[config.mk]
export PLATFORM = sky130hd
export DESIGN_NAME = ntio_top
export DESIGN_NICKNAME = d
export VERILOG_FILES = /design/src/core/ntio_pkg.sv /design/src/core/ntio_sync.sv /design/src/core/ntio_top.sv
export VERILOG_INCLUDE_DIRS = /design/src /design/src/core
export SDC_FILE = /design/constraint.sdc
export NUM_CORES = 1
export LEC_CHECK = 0
export ABC_AREA = 1
export BUFFER_PORTS_ARGS = -buffer_cell sky130_fd_sc_hd__buf_4
export CORE_ASPECT_RATIO = 1.25
export CORE_MARGIN = 4
export CORE_UTILIZATION = 54
export CTS_CLUSTER_DIAMETER = 30
export DETAILED_ROUTE_END_ITERATION = 8
export PLACE_DENSITY = 0.8
export SETUP_SLACK_MARGIN = 0.5
export SLEW_MARGIN = 10
export SYNTH_ARGS = -nofsm -noshare
export SYNTH_HDL_FRONTEND = slang
export SYNTH_HIERARCHICAL = 1
export SYNTH_SLANG_ARGS = --single-unit
[constraint.sdc]
create_clock -name mclk -period 1.8 [get_ports mclk]
set_clock_uncertainty 0.15 [all_clocks]
set_input_delay 0.36 -clock mclk [delete_from_list [all_inputs] [get_ports mclk]]
set_output_delay 0.36 -clock mclk [all_outputs]
set_load 0.005 [all_outputs]
[src/core/ntio_map.svh]
/*
 holds named constants for the network terminal map: object ids, counts,
 function selection codes and synchroniser depth.
 assumes inclusion by bare name from design files.
*/
`ifndef NTIO_MAP_SVH
`define NTIO_MAP_SVH
`define NTIO_NUM_IN 12
`define NTIO_NUM_OUT 7
`define NTIO_BI_OUT_BASE 7'h64
`define NTIO_BI_IN_LAST 7'h0b
`define NTIO_BI_OUT_LAST 7'h6a
`define NTIO_BO_LAST 7'h06
`define NTIO_FSEL_NET_A 8'h52
`define NTIO_FSEL_NET_B 8'hb6
`define NTIO_INACTIVE 1'h0
`define NTIO_SYNC_DEPTH 3
`endif

[src/core/ntio_pkg.sv]
/*
 holds the types shared by the network terminal map.
 assumes ntio_map.svh is on the include path.
*/
`include "ntio_map.svh"
package ntio_pkg;
    typedef struct packed {
        logic [6:0] id;   // object instance
        logic wr;         // write strobe
        logic rd;         // read strobe
        logic is_out;     // 1 binary output object, 0 binary input object
        logic value;      // written present value
    } ntio_req_t;
    typedef struct packed {
        logic valid;      // answer strobe
        logic err;        // refused or unknown object
        logic value;      // present value
    } ntio_rsp_t;
    typedef enum logic [0:0] {NTIO_IDLE, NTIO_ANSWER} ntio_state_t;
endpackage

[src/core/ntio_sync.sv]
/*
 three-stage synchroniser for a bus of pin levels; a change is accepted once
 the second and third stages agree.
 assumes one clock, synchronous active-low reset, clock enable.
*/
`timescale 1ns/1ns
`include "ntio_map.svh"
module ntio_sync import ntio_pkg::*; #(
    parameter int W = `NTIO_NUM_IN
) (
    input wire logic mclk,            // system clock
    input wire logic reset_n,         // synchronous reset
    input wire logic ce,              // clock enable
    input wire logic [W-1:0] din,     // raw pin levels
    output logic [W-1:0] dout         // filtered levels
);
    logic [W-1:0] s1_reg, s2_reg, s3_reg, q_reg;
    logic [W-1:0] q_next;
    genvar i;
    generate
        for (i = 0; i < W; i++) begin : g_bit
            always_comb begin
                q_next[i] = (s2_reg[i] == s3_reg[i]) ? s3_reg[i] : q_reg[i];
            end
        end
    endgenerate
    always_ff @(posedge mclk) begin
        if (!reset_n) begin
            s1_reg <= '0;
            s2_reg <= '0;
            s3_reg <= '0;
            q_reg <= '0;
        end else if (ce) begin
            s1_reg <= din;
            s2_reg <= s1_reg;
            s3_reg <= s2_reg;
            q_reg <= q_next;
        end
    end
    assign dout = q_reg;
endmodule

[src/core/ntio_top.sv]
/*
 maps drive control terminals onto network binary objects: input objects
 read terminal levels, output objects force output terminals.
 assumes a protocol engine issues single-cycle requests; pins are async.
*/
// What this block does
// - each object present value is one bit, zero inactive, one active
// - input objects 0..11 report the twelve input terminals in fixed order
// - with expansion card fitted, objects 0,1,3,4,5,6,8,11 read card terminals
// - input objects 100..106 report actual driven level of seven outputs
// - input objects are read-only; writes are refused
// - output objects 0..6 are writable and drive the seven outputs in order
// - a written output object drives its terminal only at selection 82 or 182
// - network control works in every operation mode and command source
`timescale 1ns/1ns
`include "ntio_map.svh"
module ntio_top import ntio_pkg::*; (
    input wire logic mclk,                          // 100 MHz clock
    input wire logic reset_n,                       // sync reset, active low
    input wire logic ce,                            // clock enable
    input wire logic fwd_start_in,                  // forward start pin
    input wire logic rev_start_in,                  // reverse start pin
    input wire logic current_input_select_in,       // current input select pin
    input wire logic second_function_in,            // second function pin
    input wire logic low_speed_in,                  // low speed pin
    input wire logic mid_speed_in,                  // mid speed pin
    input wire logic high_speed_in,                 // high speed pin
    input wire logic inching_in,                    // inching pin
    input wire logic output_stop_in,                // output stop pin
    input wire logic start_hold_in,                 // start hold pin
    input wire logic clear_fault_in,                // fault clear pin
    input wire logic restart_select_in,             // restart select pin
    input wire logic card_fitted,                   // expansion card present
    input wire logic [7:0] card_x_in,               // card terminals x1..x8 at [0..7]
    input wire logic [6:0] func_out,                // normal function output levels
    input wire logic [55:0] fsel,                   // per-output selection, 8 bits each
    input wire ntio_req_t req,                      // object request
    output ntio_rsp_t rsp,                          // object answer
    output logic running_out,                       // running terminal
    output logic speed_reached_out,                 // speed reached terminal
    output logic power_dip_out,                     // power dip terminal
    output logic overload_out,                      // overload terminal
    output logic freq_detect_out,                   // frequency detect terminal
    output logic relay_one_out,                     // relay one terminal
    output logic relay_two_out                      // relay two terminal
);
    // ------------------------------------------------------------
    // pin synchronisation
    // ------------------------------------------------------------
    logic [19:0] raw_pins, sync_pins;
    logic [11:0] term_in, card_in;
    logic card_ok;
    assign raw_pins = {card_x_in, restart_select_in, clear_fault_in, start_hold_in,
        output_stop_in, inching_in, high_speed_in, mid_speed_in, low_speed_in,
        second_function_in, current_input_select_in, rev_start_in, fwd_start_in};
    ntio_sync #(.W(20)) u_sync (
        .mclk(mclk),
        .reset_n(reset_n),
        .ce(ce),
        .din(raw_pins),
        .dout(sync_pins)
    );
    // card presence is a strap-like level, synchronised locally
    logic [2:0] card_sync_reg, card_sync_next;
    logic card_reg, card_next;
    always_comb begin
        card_sync_next = {card_sync_reg[1:0], card_fitted};
        card_next = (card_sync_reg[1] == card_sync_reg[2]) ? card_sync_reg[2] : card_reg;
    end
    always_ff @(posedge mclk) begin
        if (!reset_n) begin
            card_sync_reg <= '0;
            card_reg <= `NTIO_INACTIVE;
        end else if (ce) begin
            card_sync_reg <= card_sync_next;
            card_reg <= card_next;
        end
    end
    assign card_ok = card_reg;
    // ------------------------------------------------------------
    // input object view
    // ------------------------------------------------------------
    // card terminal swap
    always_comb begin
        card_in = sync_pins[11:0];
        card_in[0] = sync_pins[12];
        card_in[1] = sync_pins[13];
        card_in[3] = sync_pins[17];
        card_in[4] = sync_pins[14];
        card_in[5] = sync_pins[15];
        card_in[6] = sync_pins[16];
        card_in[8] = sync_pins[19];
        card_in[11] = sync_pins[18];
    end
    assign term_in = card_ok ? card_in : sync_pins[11:0];
    // ------------------------------------------------------------
    // output objects and terminal drive
    // ------------------------------------------------------------
    // drive follows a write in the same edge, so readback never lags the command
    logic [6:0] cmd_reg, cmd_next, drv_reg, drv_next, net_sel;
    genvar g;
    generate
        for (g = 0; g < `NTIO_NUM_OUT; g++) begin : g_out
            assign net_sel[g] = (fsel[g*8 +: 8] == `NTIO_FSEL_NET_A)
                || (fsel[g*8 +: 8] == `NTIO_FSEL_NET_B);
            always_comb begin
                cmd_next[g] = cmd_reg[g];
                if (req.wr && req.is_out && req.id == 7'(g)) begin
                    cmd_next[g] = req.value;
                end
                drv_next[g] = net_sel[g] ? cmd_next[g] : func_out[g];
            end
        end
    endgenerate
    always_ff @(posedge mclk) begin
        if (!reset_n) begin
            cmd_reg <= '0;
            drv_reg <= '0;
        end else if (ce) begin
            cmd_reg <= cmd_next;
            drv_reg <= drv_next;
        end
    end
    assign {relay_two_out, relay_one_out, freq_detect_out, overload_out,
        power_dip_out, speed_reached_out, running_out} = drv_reg;
    // ------------------------------------------------------------
    // request answer
    // ------------------------------------------------------------
    // one answer per request, no queue; back-to-back requests need no gap
    ntio_state_t st_reg, st_next;
    ntio_rsp_t rsp_reg, rsp_next;
    logic [6:0] out_idx;
    assign out_idx = req.id - `NTIO_BI_OUT_BASE;
    always_comb begin
        st_next = NTIO_IDLE;
        rsp_next = '0;
        case (st_reg)
            NTIO_IDLE, NTIO_ANSWER: begin
                if (req.rd || req.wr) begin
                    st_next = NTIO_ANSWER;
                    rsp_next.valid = 1'b1;
                    rsp_next.err = 1'b1;
                    if (req.is_out) begin
                        if (req.id <= `NTIO_BO_LAST) begin
                            rsp_next.err = 1'b0;
                            rsp_next.value = req.wr ? req.value : cmd_reg[req.id[2:0]];
                        end
                    // a read that also writes an input object is refused as a write
                    end else if (req.rd && !req.wr) begin
                        if (req.id <= `NTIO_BI_IN_LAST) begin
                            rsp_next.err = 1'b0;
                            rsp_next.value = term_in[req.id[3:0]];
                        end else if (req.id >= `NTIO_BI_OUT_BASE
                            && req.id <= `NTIO_BI_OUT_LAST) begin
                            rsp_next.err = 1'b0;
                            rsp_next.value = drv_reg[out_idx[2:0]];
                        end
                    end
                    // input object writes keep err set
                end
            end
            default: begin
                st_next = NTIO_IDLE;
            end
        endcase
    end
    always_ff @(posedge mclk) begin
        if (!reset_n) begin
            st_reg <= NTIO_IDLE;
            rsp_reg <= '0;
        end else if (ce) begin
            st_reg <= st_next;
            rsp_reg <= rsp_next;
        end
    end
    assign rsp = rsp_reg;
    // ------------------------------------------------------------
    // checks
    // ------------------------------------------------------------
    AST_RO_INPUT: assert property (@(posedge mclk) disable iff (!reset_n)
        ce && req.wr && !req.is_out |=> rsp.valid && rsp.err)
        else $error("input object write not refused");
    AST_DRIVE_NET: assert property (@(posedge mclk) disable iff (!reset_n)
        ce && net_sel[0] |=> running_out == $past(cmd_next[0]))
        else $error("networked terminal not following command");
    AST_DRIVE_FUNC: assert property (@(posedge mclk) disable iff (!reset_n)
        ce && !net_sel[1] |=> speed_reached_out == $past(func_out[1]))
        else $error("normal terminal not following its function");
    AST_BO_WRITE: assert property (@(posedge mclk) disable iff (!reset_n)
        ce && req.wr && req.is_out && req.id == 7'h02 && !req.rd
        |=> cmd_reg[2] == $past(req.value) && rsp.valid && !rsp.err)
        else $error("output object write lost");
    AST_BI_OUT: assert property (@(posedge mclk) disable iff (!reset_n)
        ce && req.rd && !req.wr && !req.is_out && req.id == `NTIO_BI_OUT_BASE
        |=> rsp.valid && rsp.value == $past(running_out))
        else $error("output state object mismatch");
    AST_BI_IN: assert property (@(posedge mclk) disable iff (!reset_n)
        ce && req.rd && !req.wr && !req.is_out && req.id == 7'h02
        |=> rsp.valid && rsp.value == $past(term_in[2]))
        else $error("input object mismatch");
    AST_CARD: assert property (@(posedge mclk) disable iff (!reset_n)
        card_ok |-> term_in[11] == sync_pins[18] && term_in[3] == sync_pins[17])
        else $error("card terminal swap wrong");
    AST_NET_READBACK: assert property (@(posedge mclk) disable iff (!reset_n)
        ce && $past(ce) && net_sel[5] && $past(net_sel[5])
        && req.rd && !req.wr && !req.is_out && req.id == `NTIO_BI_OUT_LAST - 7'h01
        |=> rsp.valid && rsp.value == $past(cmd_reg[5]))
        else $error("readback of networked terminal wrong");
    AST_BO_RANGE: assert property (@(posedge mclk) disable iff (!reset_n)
        ce && req.wr && req.is_out && req.id > `NTIO_BO_LAST
        |=> rsp.valid && rsp.err && $stable(cmd_reg))
        else $error("write beyond output objects accepted");
    AST_REFUSED_INACTIVE: assert property (@(posedge mclk) disable iff (!reset_n)
        rsp.valid && rsp.err |-> rsp.value == `NTIO_INACTIVE)
        else $error("refused answer carries an active value");
    AST_BI_GAP: assert property (@(posedge mclk) disable iff (!reset_n)
        ce && req.rd && !req.wr && !req.is_out && req.id > `NTIO_BI_IN_LAST
        && req.id < `NTIO_BI_OUT_BASE |=> rsp.valid && rsp.err)
        else $error("unknown input object answered");
endmodule

==> results of run 1 <==
==> placed cells by master, fill, tap and decap left out, types with 2 or more instances in the layout <==
| master | instances |
|---|---|
| sky130_fd_sc_hd__buf_6 | 14 |
| sky130_fd_sc_hd__buf_8 | 2 |
| sky130_fd_sc_hd__nand3b_1 | 6 |
| sky130_fd_sc_hd__nand3_1 | 12 |
| sky130_fd_sc_hd__dfxtp_2 | 9 |
| sky130_fd_sc_hd__nor3_1 | 2 |
| sky130_fd_sc_hd__buf_12 | 2 |
| sky130_fd_sc_hd__a21oi_1 | 70 |
| sky130_fd_sc_hd__a211oi_1 | 2 |
| sky130_fd_sc_hd__nand3_2 | 3 |
| sky130_fd_sc_hd__o21ai_1 | 13 |
| sky130_fd_sc_hd__or2_0 | 2 |
| sky130_fd_sc_hd__inv_1 | 92 |
| sky130_fd_sc_hd__o211ai_1 | 8 |
| sky130_fd_sc_hd__o21ai_0 | 50 |
| sky130_fd_sc_hd__buf_4 | 106 |
| sky130_fd_sc_hd__a31oi_1 | 5 |
| sky130_fd_sc_hd__clkinv_1 | 3 |
| sky130_fd_sc_hd__o21ai_2 | 5 |
| sky130_fd_sc_hd__nand2_2 | 14 |
| sky130_fd_sc_hd__nand4_1 | 5 |
| sky130_fd_sc_hd__inv_6 | 2 |
| sky130_fd_sc_hd__nand2_1 | 168 |
| sky130_fd_sc_hd__nor2_1 | 105 |
| sky130_fd_sc_hd__clkbuf_8 | 10 |
| sky130_fd_sc_hd__clkinvlp_4 | 3 |
| sky130_fd_sc_hd__nor2_4 | 9 |
| sky130_fd_sc_hd__dfxtp_1 | 91 |
| sky130_fd_sc_hd__nor4_1 | 4 |
| sky130_fd_sc_hd__inv_2 | 6 |
==> Yosys cell counts <==
master / number / area share (%)
sky130_fd_sc_hd__nand2_1: 177 / 14
sky130_fd_sc_hd__nor2_1: 114 / 9.0
sky130_fd_sc_hd__dfxtp_1: 101 / 43
sky130_fd_sc_hd__inv_1: 93 / 7.4
sky130_fd_sc_hd__a21oi_1: 70 / 7.4
sky130_fd_sc_hd__o21ai_0: 50 / 5.3
sky130_fd_sc_hd__o21ai_1: 19 / 2.0
sky130_fd_sc_hd__nand3_1: 16 / 1.7
sky130_fd_sc_hd__buf_2: 11 / 1.2
sky130_fd_sc_hd__clkbuf_1: 10 / 0.79
sky130_fd_sc_hd__o211ai_1: 8 / 1.3
sky130_fd_sc_hd__inv_2: 7 / 0.55
sky130_fd_sc_hd__nand2_2: 7 / 0.92
sky130_fd_sc_hd__nand3b_1: 6 / 0.95
sky130_fd_sc_hd__a31oi_1: 5 / 0.66
sky130_fd_sc_hd__buf_4: 5 / 0.79
sky130_fd_sc_hd__nand4_1: 5 / 0.66
sky130_fd_sc_hd__nor4_1: 5 / 0.66
sky130_fd_sc_hd__clkinv_1: 4 / 0.32
sky130_fd_sc_hd__a211oi_1: 2 / 0.32
sky130_fd_sc_hd__buf_6: 2 / 0.47
sky130_fd_sc_hd__clkbuf_2: 2 / 0.21
sky130_fd_sc_hd__nor3_1: 2 / 0.21
sky130_fd_sc_hd__or2_0: 2 / 0.26
sky130_fd_sc_hd__nor2_2: 1 / 0.13
sky130_fd_sc_hd__o22ai_1: 1 / 0.13
sky130_fd_sc_hd__or3_1: 1 / 0.13
==> how the worst max path moves through the flow <==
stage                           from  depth (start not counted)         end
after floorplan               req[5]                         12      rsp[0]
after global placement       req[10]                         11  drv_reg[3]
after detailed placement      req[5]                          9  drv_reg[6]
after CTS                    card_ok                         11      rsp[0]
after global routing         card_ok                         11      rsp[0]
final                     cmd_reg[5]                          8      rsp[0]
==> critical path, delay by kind of cell (launching register included) <==
kind | cells | cell delay, ns
AOI/OAI and AO/OA | 4 | 0.60
buffers and inverters | 1 | 0.07
DFF | 1 | 0.34
and+or+nand+nor | 3 | 0.22
==> per-stage QoR <==
step           instance area, um2  setup slack (ns)  power (mW)  utilization [%]
2_1_floorplan                4820             0.330        2.80                -
3_3_place_gp                 5720             0.116        3.06             68.2
3_5_place_dp                 5720            0.0541        3.08             68.2
4_1_cts                      6040             0.382        4.44             72.0
5_1_grt                      6130             0.236        4.65             73.2
6_report                     6130             0.356        4.45             73.2
==> cell families after synthesis <==
group	synth area share, %
compound gates	17.0
simple gates	28.7
buf+inv	11.7
flops	42.6
==> power by group <==
part	internal, mW	switching, mW
clock network	0.556	0.800
logic	0.327	0.361
registers	2.34	0.0612
total	3.22	1.22
==> what timing repair did <==
| item | 4_1_cts | 5_1_grt |
|---|---|---|
| setup endpoints to repair | 18 | 24 |
| resized for setup | 39 | 20 |
| hold buffers | 0 | 0 |
| gates cloned | 0 | 0 |
| pin swaps | 11 | 4 |
| setup buffers | 3 | 0 |
==> per-layer routing <==
layer	track usage, %	routed length [um]	share of wire (%)
met1	26.9	4960	41
met4	8.52	266	2.2
met3	4.85	817	6.7
met5	0	0	0
met2	41.7	6110	50
==> area by class of cell <==
cell class	instances	area (um2)	share of cell area, %
repair buffers	124	1020	16.7
clock buffers	11	141	2.31
multi-input cells	491	2340	38.2
well taps	117	146	2.39
flip-flops and latches	101	2040	33.2
clock inverters	5	42.5	0.694
inverters	104	399	6.51
==> flow_summary.json, run 1 <==
{
  "power.density_nw_per_um2": 725,
  "dieArea_um2": 10400,
  "report.final.hold_viol_count": 0,
  "fin_hold_ws_ns": 0.0619,
  "yosys_warnings": 6,
  "hold_depth": 3,
  "fraction_of_final_layout_cells_with_drive_strength_greater_than_1_pct": 23.3,
  "hold-path-endpoint": "u_sync/s1_reg[15]",
  "worst-setup-path-type": "flip-flop to flip-flop",
  "clk_root_buffer_cell": "sky130_fd_sc_hd__clkbuf_8",
  "core_box_area_um2": 8380,
  "worstHoldStart": "card_x_in[3]",
  "irDropWorstVdd_mv": 0.568,
  "layout.nets": 929,
  "worstSetupStartpointType": "flip-flop",
  "first_pass_grt_wire_length_um": 20300,
  "clk_latency_ns": 0.36,
  "worst_hold_path_type": "input port to flip-flop",
  "grt_use_total_pct": 23.2,
  "layout_worst_path_cycle_share_pct": 80.2,
  "timing.final.crit_period_ns": 1.44,
  "reg2reg_depth": 8,
  "timing.critical_path.arrival_ns": 1.59,
  "unrepaired_setup_endpoints_after_global_routing": "yes",
  "crit-reg2reg-launch": "cmd_reg[5]",
  "gp_congestion": 0.923,
  "slowest_stage": "sky130_fd_sc_hd__dfxtp_1",
  "buffer_ports.inserted": 107,
  "cts-buffers-inserted": 9,
  "slew_headroom_pct": 71.1,
  "regToRegSetupSlack_ns": 0.36,
  "post-route-drc-count": 0,
  "synth_register_bits": 101,
  "flow.area_growth_from_synthesis_pct": 29.3,
  "finalSetupTns_ns": 0,
  "crit_required_ns": 1.94,
  "die_h_um": 113,
  "die_x_um": 91.8,
  "path_cells": "inv_1 -> o21ai_0 -> o211ai_1 -> nand3_1 -> nand2_1 -> a21oi_1 -> nand2_1 -> a21oi_1",
  "final_max_slew_viol_count": 0,
  "wl_per_cell_um": 12.8,
  "crit_fanout": 2,
  "synthesis.area_um2": 4740,
  "route.final.wire_length_um": 12200,
  "cts_tree": "built",
  "outcome": "finished, final reports clean",
  "fmaxAchievable_ghz": 0.693,
  "cts_max_path_buffers": 2,
  "fillCellCount": 705,
  "clock_sinks": 101,
  "numPlacedInstances": 934,
  "global_route.overflow_total": 0,
  "static-leakage-power_nw": 2.85,
  "routed-via-count": 4900,
  "maximum_level_of_the_cts_h_tree": 3,
  "core.rowCount": 37,
  "sequential_element_share_of_the_synthesized_area_pct": 42.6,
  "antenna_found_initial": 0,
  "max_cap_violations": 0,
  "first_iter_violations": 277,
  "num_antenna_cells": 0,
  "grt_max_degree": 45,
  "postSynthNetCount": 824,
  "crit_path_max_incr_delay_ns": 0.34,
  "first_global_vias": 4723,
  "rr_endpoint": "rsp[0]",
  "setup.worst_path.end_class": "flip-flop",
  "slew_at_the_pin_closest_to_its_max_slew_limit_ns": 0.430,
  "io-pin-count": 108,
  "synthesis.area_per_instance_um2": 6.53,
  "worst_setup_hold_path_clk_slew_ns": 0.10,
  "ant_nets": 0,
  "place_hpwl_um": 8460,
  "detail_route.first_pass.iterations": 5,
  "netlist_instances": 726,
  "setup_viol": 0,
  "number_of_distinct_standard_cells_referenced_by_the_synthesized_netlist": 27,
  "start_util_pct": 56.6,
  "final_cell_count_no_fill": 953,
  "detail_route.vias_per_cell": 5.14
}
No activity file was read; power rests on OpenSTA's default activity.
==> run 2, diff against run 1 <==
Settings changed: ABC_AREA 1 to 0, CORE_UTILIZATION 54 to 55, PLACE_DENSITY 0.8 to 0.81.
Clock period 1.8 ns to 1.5 ns, I/O delays scaled along.
==> run 2 against run 1 <==
The flow now finishes with violations (negative setup slack). Die area rose by 3.3%. Utilization is 11 points higher. Global-route usage up 3.1 points. Clock power is 20% higher. Register-to-register slack got worse by 0.72 ns. Critical path depth fell by 3. Non-clock buffer count up 57. Fmax down 23%.
==> flow_summary.json, run 2 <==
{
  "count_of_flip_flops_with_a_built_in_enable_after_synthesis": 0,
  "post_synth_xor_area_fraction_pct": 0,
  "grt_use_total_pct": 26.2,
  "crit-reg2reg-launch": "card_ok",
  "synth.mux.area_fraction_pct": 17.9,
  "rr_endpoint": "rsp[0]",
  "crit_fanout": 4,
  "slew_at_the_pin_closest_to_its_max_slew_limit_ns": 0.366,
  "postSynth.topFlopCell": "sky130_fd_sc_hd__dfxtp_1",
  "fillCellCount": 482,
  "netlist_instances": 521,
  "postSynthNetCount": 619,
  "layout_worst_path_cycle_share_pct": 124,
  "layout_common_cells": "sky130_fd_sc_hd__buf_4, sky130_fd_sc_hd__dfxtp_1, sky130_fd_sc_hd__mux2i_1, sky130_fd_sc_hd__nor2_1, sky130_fd_sc_hd__buf_6",
  "detail_route.vias_per_cell": 5.70,
  "maximum_level_of_the_cts_h_tree": 3,
  "hold-path-endpoint": "u_sync/s1_reg[11]",
  "synthesis.area_um2": 5000,
  "timing.critical_path.arrival_ns": 1.98,
  "place_hpwl_um": 9380,
  "fmaxAchievable_ghz": 0.536,
  "antenna_found_initial": 0,
  "synth_compound_gate_area_share_pct": 16.2,
  "layout_commonest_cell": "sky130_fd_sc_hd__buf_4",
  "worstSetupStartpointType": "flip-flop",
  "core.rowCount": 38,
  "first_pass_grt_wire_length_um": 22400,
  "worst-setup-path-type": "flip-flop to flip-flop",
  "crit_required_ns": 1.61,
  "clk_latency_ns": 0.37,
  "fraction_of_final_layout_cells_with_drive_strength_greater_than_1_pct": 46.5,
  "core_box_area_um2": 8800,
  "post_dp_cell_area_um2": 6630,
  "final_max_slew_viol_count": 0,
  "post_synth_most_frequent_cells": "sky130_fd_sc_hd__dfxtp_1, sky130_fd_sc_hd__mux2i_1, sky130_fd_sc_hd__nor2_1",
  "first_iter_violations": 234,
  "clk_root_buffer_cell": "sky130_fd_sc_hd__clkbuf_8",
  "timing.final.crit_period_ns": 1.87,
  "static-leakage-power_nw": 3.05,
  "number_of_distinct_standard_cells_referenced_by_the_synthesized_netlist": 48,
  "clock_sinks": 101,
  "buffer_ports.inserted": 107,
  "synth_top_cell_area_share_pct": 40.4,
  "grt_max_degree": 43,
  "die_h_um": 115,
  "slew_headroom_pct": 75.0,
  "worstHoldStart": "restart_select_in",
  "path_cells": "mux2_4 -> mux4_2 -> mux2i_1 -> nand2_1 -> a32o_1",
  "report.final.hold_viol_count": 0,
  "violated_checks": "negative setup slack",
  "synth.largest_area_cell": "sky130_fd_sc_hd__dfxtp_1",
  "first_global_vias": 4833,
  "synth_area_in_simple_gates_pct": 19.2,
  "setup_viol": 4,
  "hold_depth": 3,
  "start_util_pct": 56.9,
  "worst_setup_hold_path_clk_slew_ns": 0.10,
  "outcome": "finished with violations",
  "dieArea_um2": 10700,
  "io-pin-count": 108,
  "synth_adder_area_share_pct": 0,
  "power.density_nw_per_um2": 737,
  "irDropWorstVdd_mv": 0.742,
  "max_cap_violations": 0,
  "crit_path_max_incr_delay_ns": 0.47,
  "post-route-drc-count": 0,
  "design_area_um2": 7360,
  "synthesis.area_per_instance_um2": 9.61,
  "slowest_stage": "sky130_fd_sc_hd__mux4_2",
  "cts_tree": "built",
  "cts-buffers-inserted": 9,
  "sequential_element_share_of_the_synthesized_area_pct": 40.4,
  "gp_congestion": 0.844,
  "num_antenna_cells": 0,
  "start_point_of_the_critical_path": "card_ok",
  "synth_top_cells_by_area": "sky130_fd_sc_hd__dfxtp_1, sky130_fd_sc_hd__mux2i_1, sky130_fd_sc_hd__o32ai_2",
  "synth_async_sr_flop_share_pct": 0,
  "cts_max_path_buffers": 2,
  "pre_cts_ws_ns": -0.390,
  "worst_hold_path_type": "input port to flip-flop",
  "setup.worst_path.end_class": "flip-flop",
  "global_route.overflow_total": 0,
  "wl_per_cell_um": 17.6,
  "finalSetupTns_ns": -0.411,
  "layout.nets": 777,
  "yosys_warnings": 6,
  "unrepaired_setup_endpoints_after_global_routing": "yes",
  "detail_route.first_pass.iterations": 5,
  "synth_register_bits": 101,
  "fin_hold_ws_ns": 0.0156,
  "synth_top_family_by_area": "simple AND/OR/NAND/NOR gates",
  "flow.area_growth_from_synthesis_pct": 47.0,
  "regToRegSetupSlack_ns": -0.37,
  "fin_total_pwr_mw": 5.42,
  "die_x_um": 93.3,
  "final.setup.worst_slack_ns": -0.367,
  "routed-via-count": 4586,
  "reg2reg_depth": 5,
  "route.final.wire_length_um": 14200,
  "yosys.cell_count.top_type": "sky130_fd_sc_hd__dfxtp_1",
  "ant_nets": 0
}
## run 2: changes by cell type after synthesis, sizes merged, moves of 7 or more
cell	change
nand2	-146
nor2	-43
a21oi	-45
inv	-75
o32ai	+21
mux2i	+76
a2111oi	+7
o21ai	-61
nor2b	+34
## run 2: cells by family after synthesis
logic type,count (synthesis)
compound gates,86
buf+inv,60
flops,101
mux,84
simple gates,190
## run 2: routing by layer
layer | vias to the layer above | share of wire [%] | GRT usage [%]
met1 | 2197 | 38 | 28.3
met4 | 0 | 3.9 | 14.4
met3 | 41 | 6.2 | 5.19
met2 | 170 | 52 | 47.5
li1 | 2178 | - | -
met5 | - | 0 | 0
## run 2: how the worst max path moves through the flow
stage	to	slack (ns)	cells after the start
after floorplan	rsp[0]	-0.34	6
after global placement	drv_reg[3]	-0.37	6
after detailed placement	drv_reg[3]	-0.39	6
after CTS	rsp[0]	-0.35	5
after global routing	rsp[0]	-0.42	5
final	rsp[0]	-0.37	5
## run 2: through the flow
step / util [%] / std cells
floorplan: - / 521
global placement: 75.4 / 777
detailed placement: 75.4 / 777
CTS: 82.0 / 802
global route: 83.7 / 804
finish: 83.7 / 804
## run 2: critical path: cells and delay by family (launching register included)
kind	cells	cell delay [ns]
DFF	1	0.39
muxes	3	0.93
AOI/OAI and AO/OA	1	0.24
and+or+nand+nor	1	0.06
## run 2: layout make-up
cell class	instances	area, um2	area share, %
inverters	26	109	1.48
well taps	120	150	2.04
clock buffers	10	138	1.87
flip-flops and latches	101	2060	28.0
clock inverters	6	43.8	0.595
multi-input cells	360	3110	42.3
repair buffers	181	1740	23.7
## run 2: timing repair
action / CTS / global route
setup buffers: 6 / 2
resized for setup: 87 / 30
pin swaps: 19 / 18
cloned: 3 / 0
endpoints found under the setup margin: 62 / 48
hold buffers: 0 / 0
## run 2: where the power goes
part,switching (mW),internal (mW)
logic,0.415,0.555
clock network,0.969,0.662
registers,0.0655,2.76
==> run 3, diff against run 2 <==
Settings changed: ABC_CLOCK_PERIOD_IN_PS set to 1500, CORE_MARGIN 4 to 2, CORE_UTILIZATION 55 to 54, PLACE_DENSITY 0.81 to 0.79, SYNTH_HIERARCHICAL 1 to not set.
==> run 3 against run 2 <==
The flow still finishes with violations (negative setup slack). Fmax is 13% higher. Setup slack better by 0.21 ns. Flip-flop and latch count stayed put. First-iteration DRC count is 24% lower. Final area is 6.0% lower. Synthesized cell count is 5.0% lower. Non-clock buffer count is 20 lower. Global-route usage is 2.0 points lower. Clock-buffer cell count is 2 higher. Die area is 8.0% lower. Area after synthesis is 2.3% lower. Utilization is 4.6 points lower. Highest routed layer unchanged.
==> flow_summary.json, run 3 <==
{
  "global_route.overflow_total": 0,
  "first_iter_violations": 177,
  "synth_register_bits": 101,
  "synth.largest_area_cell": "sky130_fd_sc_hd__dfxtp_1",
  "start_util_pct": 55.9,
  "power.internal_mw": 3.91,
  "layout_commonest_cell": "sky130_fd_sc_hd__buf_4",
  "seq_area_um2": 2050,
  "cts-buffers-inserted": 9,
  "synth_async_sr_flop_share_pct": 0,
  "power.density_nw_per_um2": 756,
  "wl_per_cell_um": 16.3,
  "flow.area_growth_from_synthesis_pct": 41.5,
  "slowest_stage": "sky130_fd_sc_hd__mux4_2",
  "synth.mux.area_fraction_pct": 16.3,
  "layout_worst_path_cycle_share_pct": 110,
  "post_synth_most_frequent_cells": "sky130_fd_sc_hd__dfxtp_1, sky130_fd_sc_hd__nor2b_1, sky130_fd_sc_hd__mux2i_1",
  "layout_common_cells": "sky130_fd_sc_hd__buf_4, sky130_fd_sc_hd__dfxtp_1, sky130_fd_sc_hd__nor2b_1, sky130_fd_sc_hd__mux2i_1, sky130_fd_sc_hd__buf_6",
  "gp_congestion": 0.881,
  "yosys_warnings": 0,
  "synth_top_cell_area_share_pct": 41.3,
  "grt_use_total_pct": 24.3,
  "static-leakage-power_nw": 2.82,
  "outcome": "finished with violations",
  "crit_path_max_incr_delay_ns": 0.44,
  "grt_max_degree": 102,
  "dieArea_um2": 9840,
  "place_hpwl_um": 8220,
  "number_of_distinct_standard_cells_referenced_by_the_synthesized_netlist": 52,
  "final_max_slew_viol_count": 0,
  "holdBufCountCts": 0,
  "synth_compound_gate_area_share_pct": 17.6,
  "worstSetupStartpointType": "flip-flop",
  "die_x_um": 89.1,
  "unrepaired_setup_endpoints_after_global_routing": "yes",
  "fin_hold_ws_ns": 0.0325,
  "clock_sinks": 101,
  "fin_total_pwr_mw": 5.23,
  "synthesis.area_per_instance_um2": 9.88,
  "multi_input_comb_area_um2": 3060,
  "antenna_found_initial": 0,
  "synth_top_cells_by_area": "sky130_fd_sc_hd__dfxtp_1, sky130_fd_sc_hd__mux2i_1, sky130_fd_sc_hd__nor2b_1",
  "crit_fanout": 2,
  "post_dp_cell_area_um2": 6300,
  "power.switching_mw": 1.32,
  "fillCellCount": 584,
  "count_of_flip_flops_with_a_built_in_enable_after_synthesis": 0,
  "violated_checks": "negative setup slack",
  "finalSetupTns_ns": -0.462,
  "ant_nets": 0,
  "yosys.cell_count.top_type": "sky130_fd_sc_hd__dfxtp_1",
  "final.setup.worst_slack_ns": -0.157,
  "sequentialPowerShare_pct": 53.7,
  "netlist_instances": 495,
  "irDropWorstVdd_mv": 0.730,
  "worst_hold_path_type": "input port to flip-flop",
  "routed-via-count": 4226,
  "crit_required_ns": 1.63,
  "power.share.clock_pct": 29.7,
  "clk_root_buffer_cell": "sky130_fd_sc_hd__clkbuf_8",
  "die_h_um": 110,
  "setup.worst_path.end_class": "flip-flop",
  "cts_max_path_buffers": 2,
  "slew_at_the_pin_closest_to_its_max_slew_limit_ns": 0.434,
  "setup_viol": 6,
  "io-pin-count": 108,
  "post-route-drc-count": 0,
  "path_cells": "mux4_2 -> nor2b_4 -> a2111oi_4 -> o311ai_1 -> a31o_1",
  "timing.critical_path.arrival_ns": 1.79,
  "route.final.wire_length_um": 12400,
  "postSynthNetCount": 593,
  "num_antenna_cells": 0,
  "clk_latency_ns": 0.37,
  "first_global_vias": 4269,
  "report.final.hold_viol_count": 0,
  "synth_area_in_simple_gates_pct": 20.8,
  "synth_top_family_by_area": "simple AND/OR/NAND/NOR gates",
  "core_box_area_um2": 8750,
  "layout.nets": 733,
  "sequential_element_share_of_the_synthesized_area_pct": 41.3,
  "core.rowCount": 38,
  "fmaxAchievable_ghz": 0.604,
  "synth_adder_area_share_pct": 0,
  "power_switching_share_pct": 25.3,
  "detail_route.first_pass.iterations": 4,
  "fraction_of_final_layout_cells_with_drive_strength_greater_than_1_pct": 43.6,
  "worst-setup-path-type": "flip-flop to flip-flop",
  "synthesis.area_um2": 4890,
  "slew_headroom_pct": 70.3,
  "power_frac_comb_pct": 16.6,
  "timing.final.crit_period_ns": 1.66,
  "postSynth.topFlopCell": "sky130_fd_sc_hd__dfxtp_1",
  "worst_setup_hold_path_clk_slew_ns": 0.10,
  "post_synth_xor_area_fraction_pct": 0,
  "maximum_level_of_the_cts_h_tree": 3,
  "design_area_um2": 6920,
  "buffer_ports.inserted": 107,
  "detail_route.vias_per_cell": 5.56,
  "first_pass_grt_wire_length_um": 19200,
  "max_cap_violations": 0,
  "cts_tree": "built"
}
[run 3: cell types whose count changed after synthesis, moves of 6 or more]
| cell | previous run | this run |
|---|---|---|
| sky130_fd_sc_hd__a21oi_1 | 25 | 5 |
| sky130_fd_sc_hd__o21a_1 | 0 | 17 |
| sky130_fd_sc_hd__nand2_1 | 38 | 19 |
| sky130_fd_sc_hd__o32ai_2 | 20 | 0 |
| sky130_fd_sc_hd__buf_6 | 10 | 4 |
| sky130_fd_sc_hd__o21ai_0 | 8 | 44 |
| sky130_fd_sc_hd__nor2b_1 | 34 | 70 |
| sky130_fd_sc_hd__a21boi_0 | 4 | 21 |
| sky130_fd_sc_hd__nor2_1 | 72 | 10 |
| sky130_fd_sc_hd__o31ai_1 | 6 | 0 |
| sky130_fd_sc_hd__mux2i_1 | 76 | 68 |
| sky130_fd_sc_hd__inv_1 | 24 | 3 |
| sky130_fd_sc_hd__clkbuf_1 | 13 | 21 |
| sky130_fd_sc_hd__and2_1 | 0 | 19 |
[run 3: cell type report]
class,count,share of cell area (%)
tap,120,2.17
sequential,101,29.7
clock inverter,4,0.344
clock buffer,12,2.10
inverter,3,0.271
timing repair buffer,161,21.3
multi-input combinational,359,44.2
[run 3: per-layer routing]
metal,vias up,global-route usage (%),part of all wire [%]
met3,25,4.33,6.6
li1,2071,-,-
met1,2002,27.8,40
met5,-,0,0
met4,0,11.2,2.5
met2,128,42.4,51
[run 3: final timing paths]
kind                            to               startpoint  cells after the start  slack (ns)
hold reg to reg     u_sync.dout[0]         u_sync.s3_reg[0]                      2        0.32
hold / removal    u_sync.s1_reg[2]  current_input_select_in                      3        0.03
setup reg to reg            rsp[0]           u_sync.dout[0]                      5       -0.16
setup / recovery            rsp[0]           u_sync.dout[0]                      5       -0.16
[run 3: cells by family after synthesis]
| kind of cell | count (synthesis) |
|---|---|
| flops | 101 |
| buf+inv | 35 |
| compound gates | 120 |
| simple gates | 164 |
| mux | 75 |
[run 3: worst max-delay path, delay by kind of cell (launching register included)]
| family | cells | cell delay (ns) |
|---|---|---|
| AO/OA/AOI/OAI | 3 | 0.49 |
| flip-flops | 1 | 0.33 |
| multiplexers | 1 | 0.44 |
| AND/OR/NAND/NOR | 1 | 0.14 |
[run 3: what timing repair did]
item	CTS	global route
cloned	1	3
setup endpoints to repair	42	44
setup buffers	1	2
gates resized for setup	62	39
pin swaps	14	6
[run 3: metrics by stage]
step / worst slack (ns) / util [%] / cells
after floorplan: -0.285 / - / 495
after global placement: -0.452 / 72.0 / 737
after detailed placement: -0.535 / 72.0 / 737
after CTS: -0.152 / 76.8 / 755
after global routing: -0.223 / 79.1 / 760
final: -0.157 / 79.1 / 760
[run 3: power groups by stage]
stage          registers [mW]  logic (mW)  clock network (mW)
6_report                 2.81       0.868                1.55
5_1_grt                  2.82       0.931                1.67
4_1_cts                  2.81       0.830                1.58
3_5_place_dp             2.87       0.771                   0
3_3_place_gp             2.86       0.748                   0
2_1_floorplan            2.86       0.433                   0
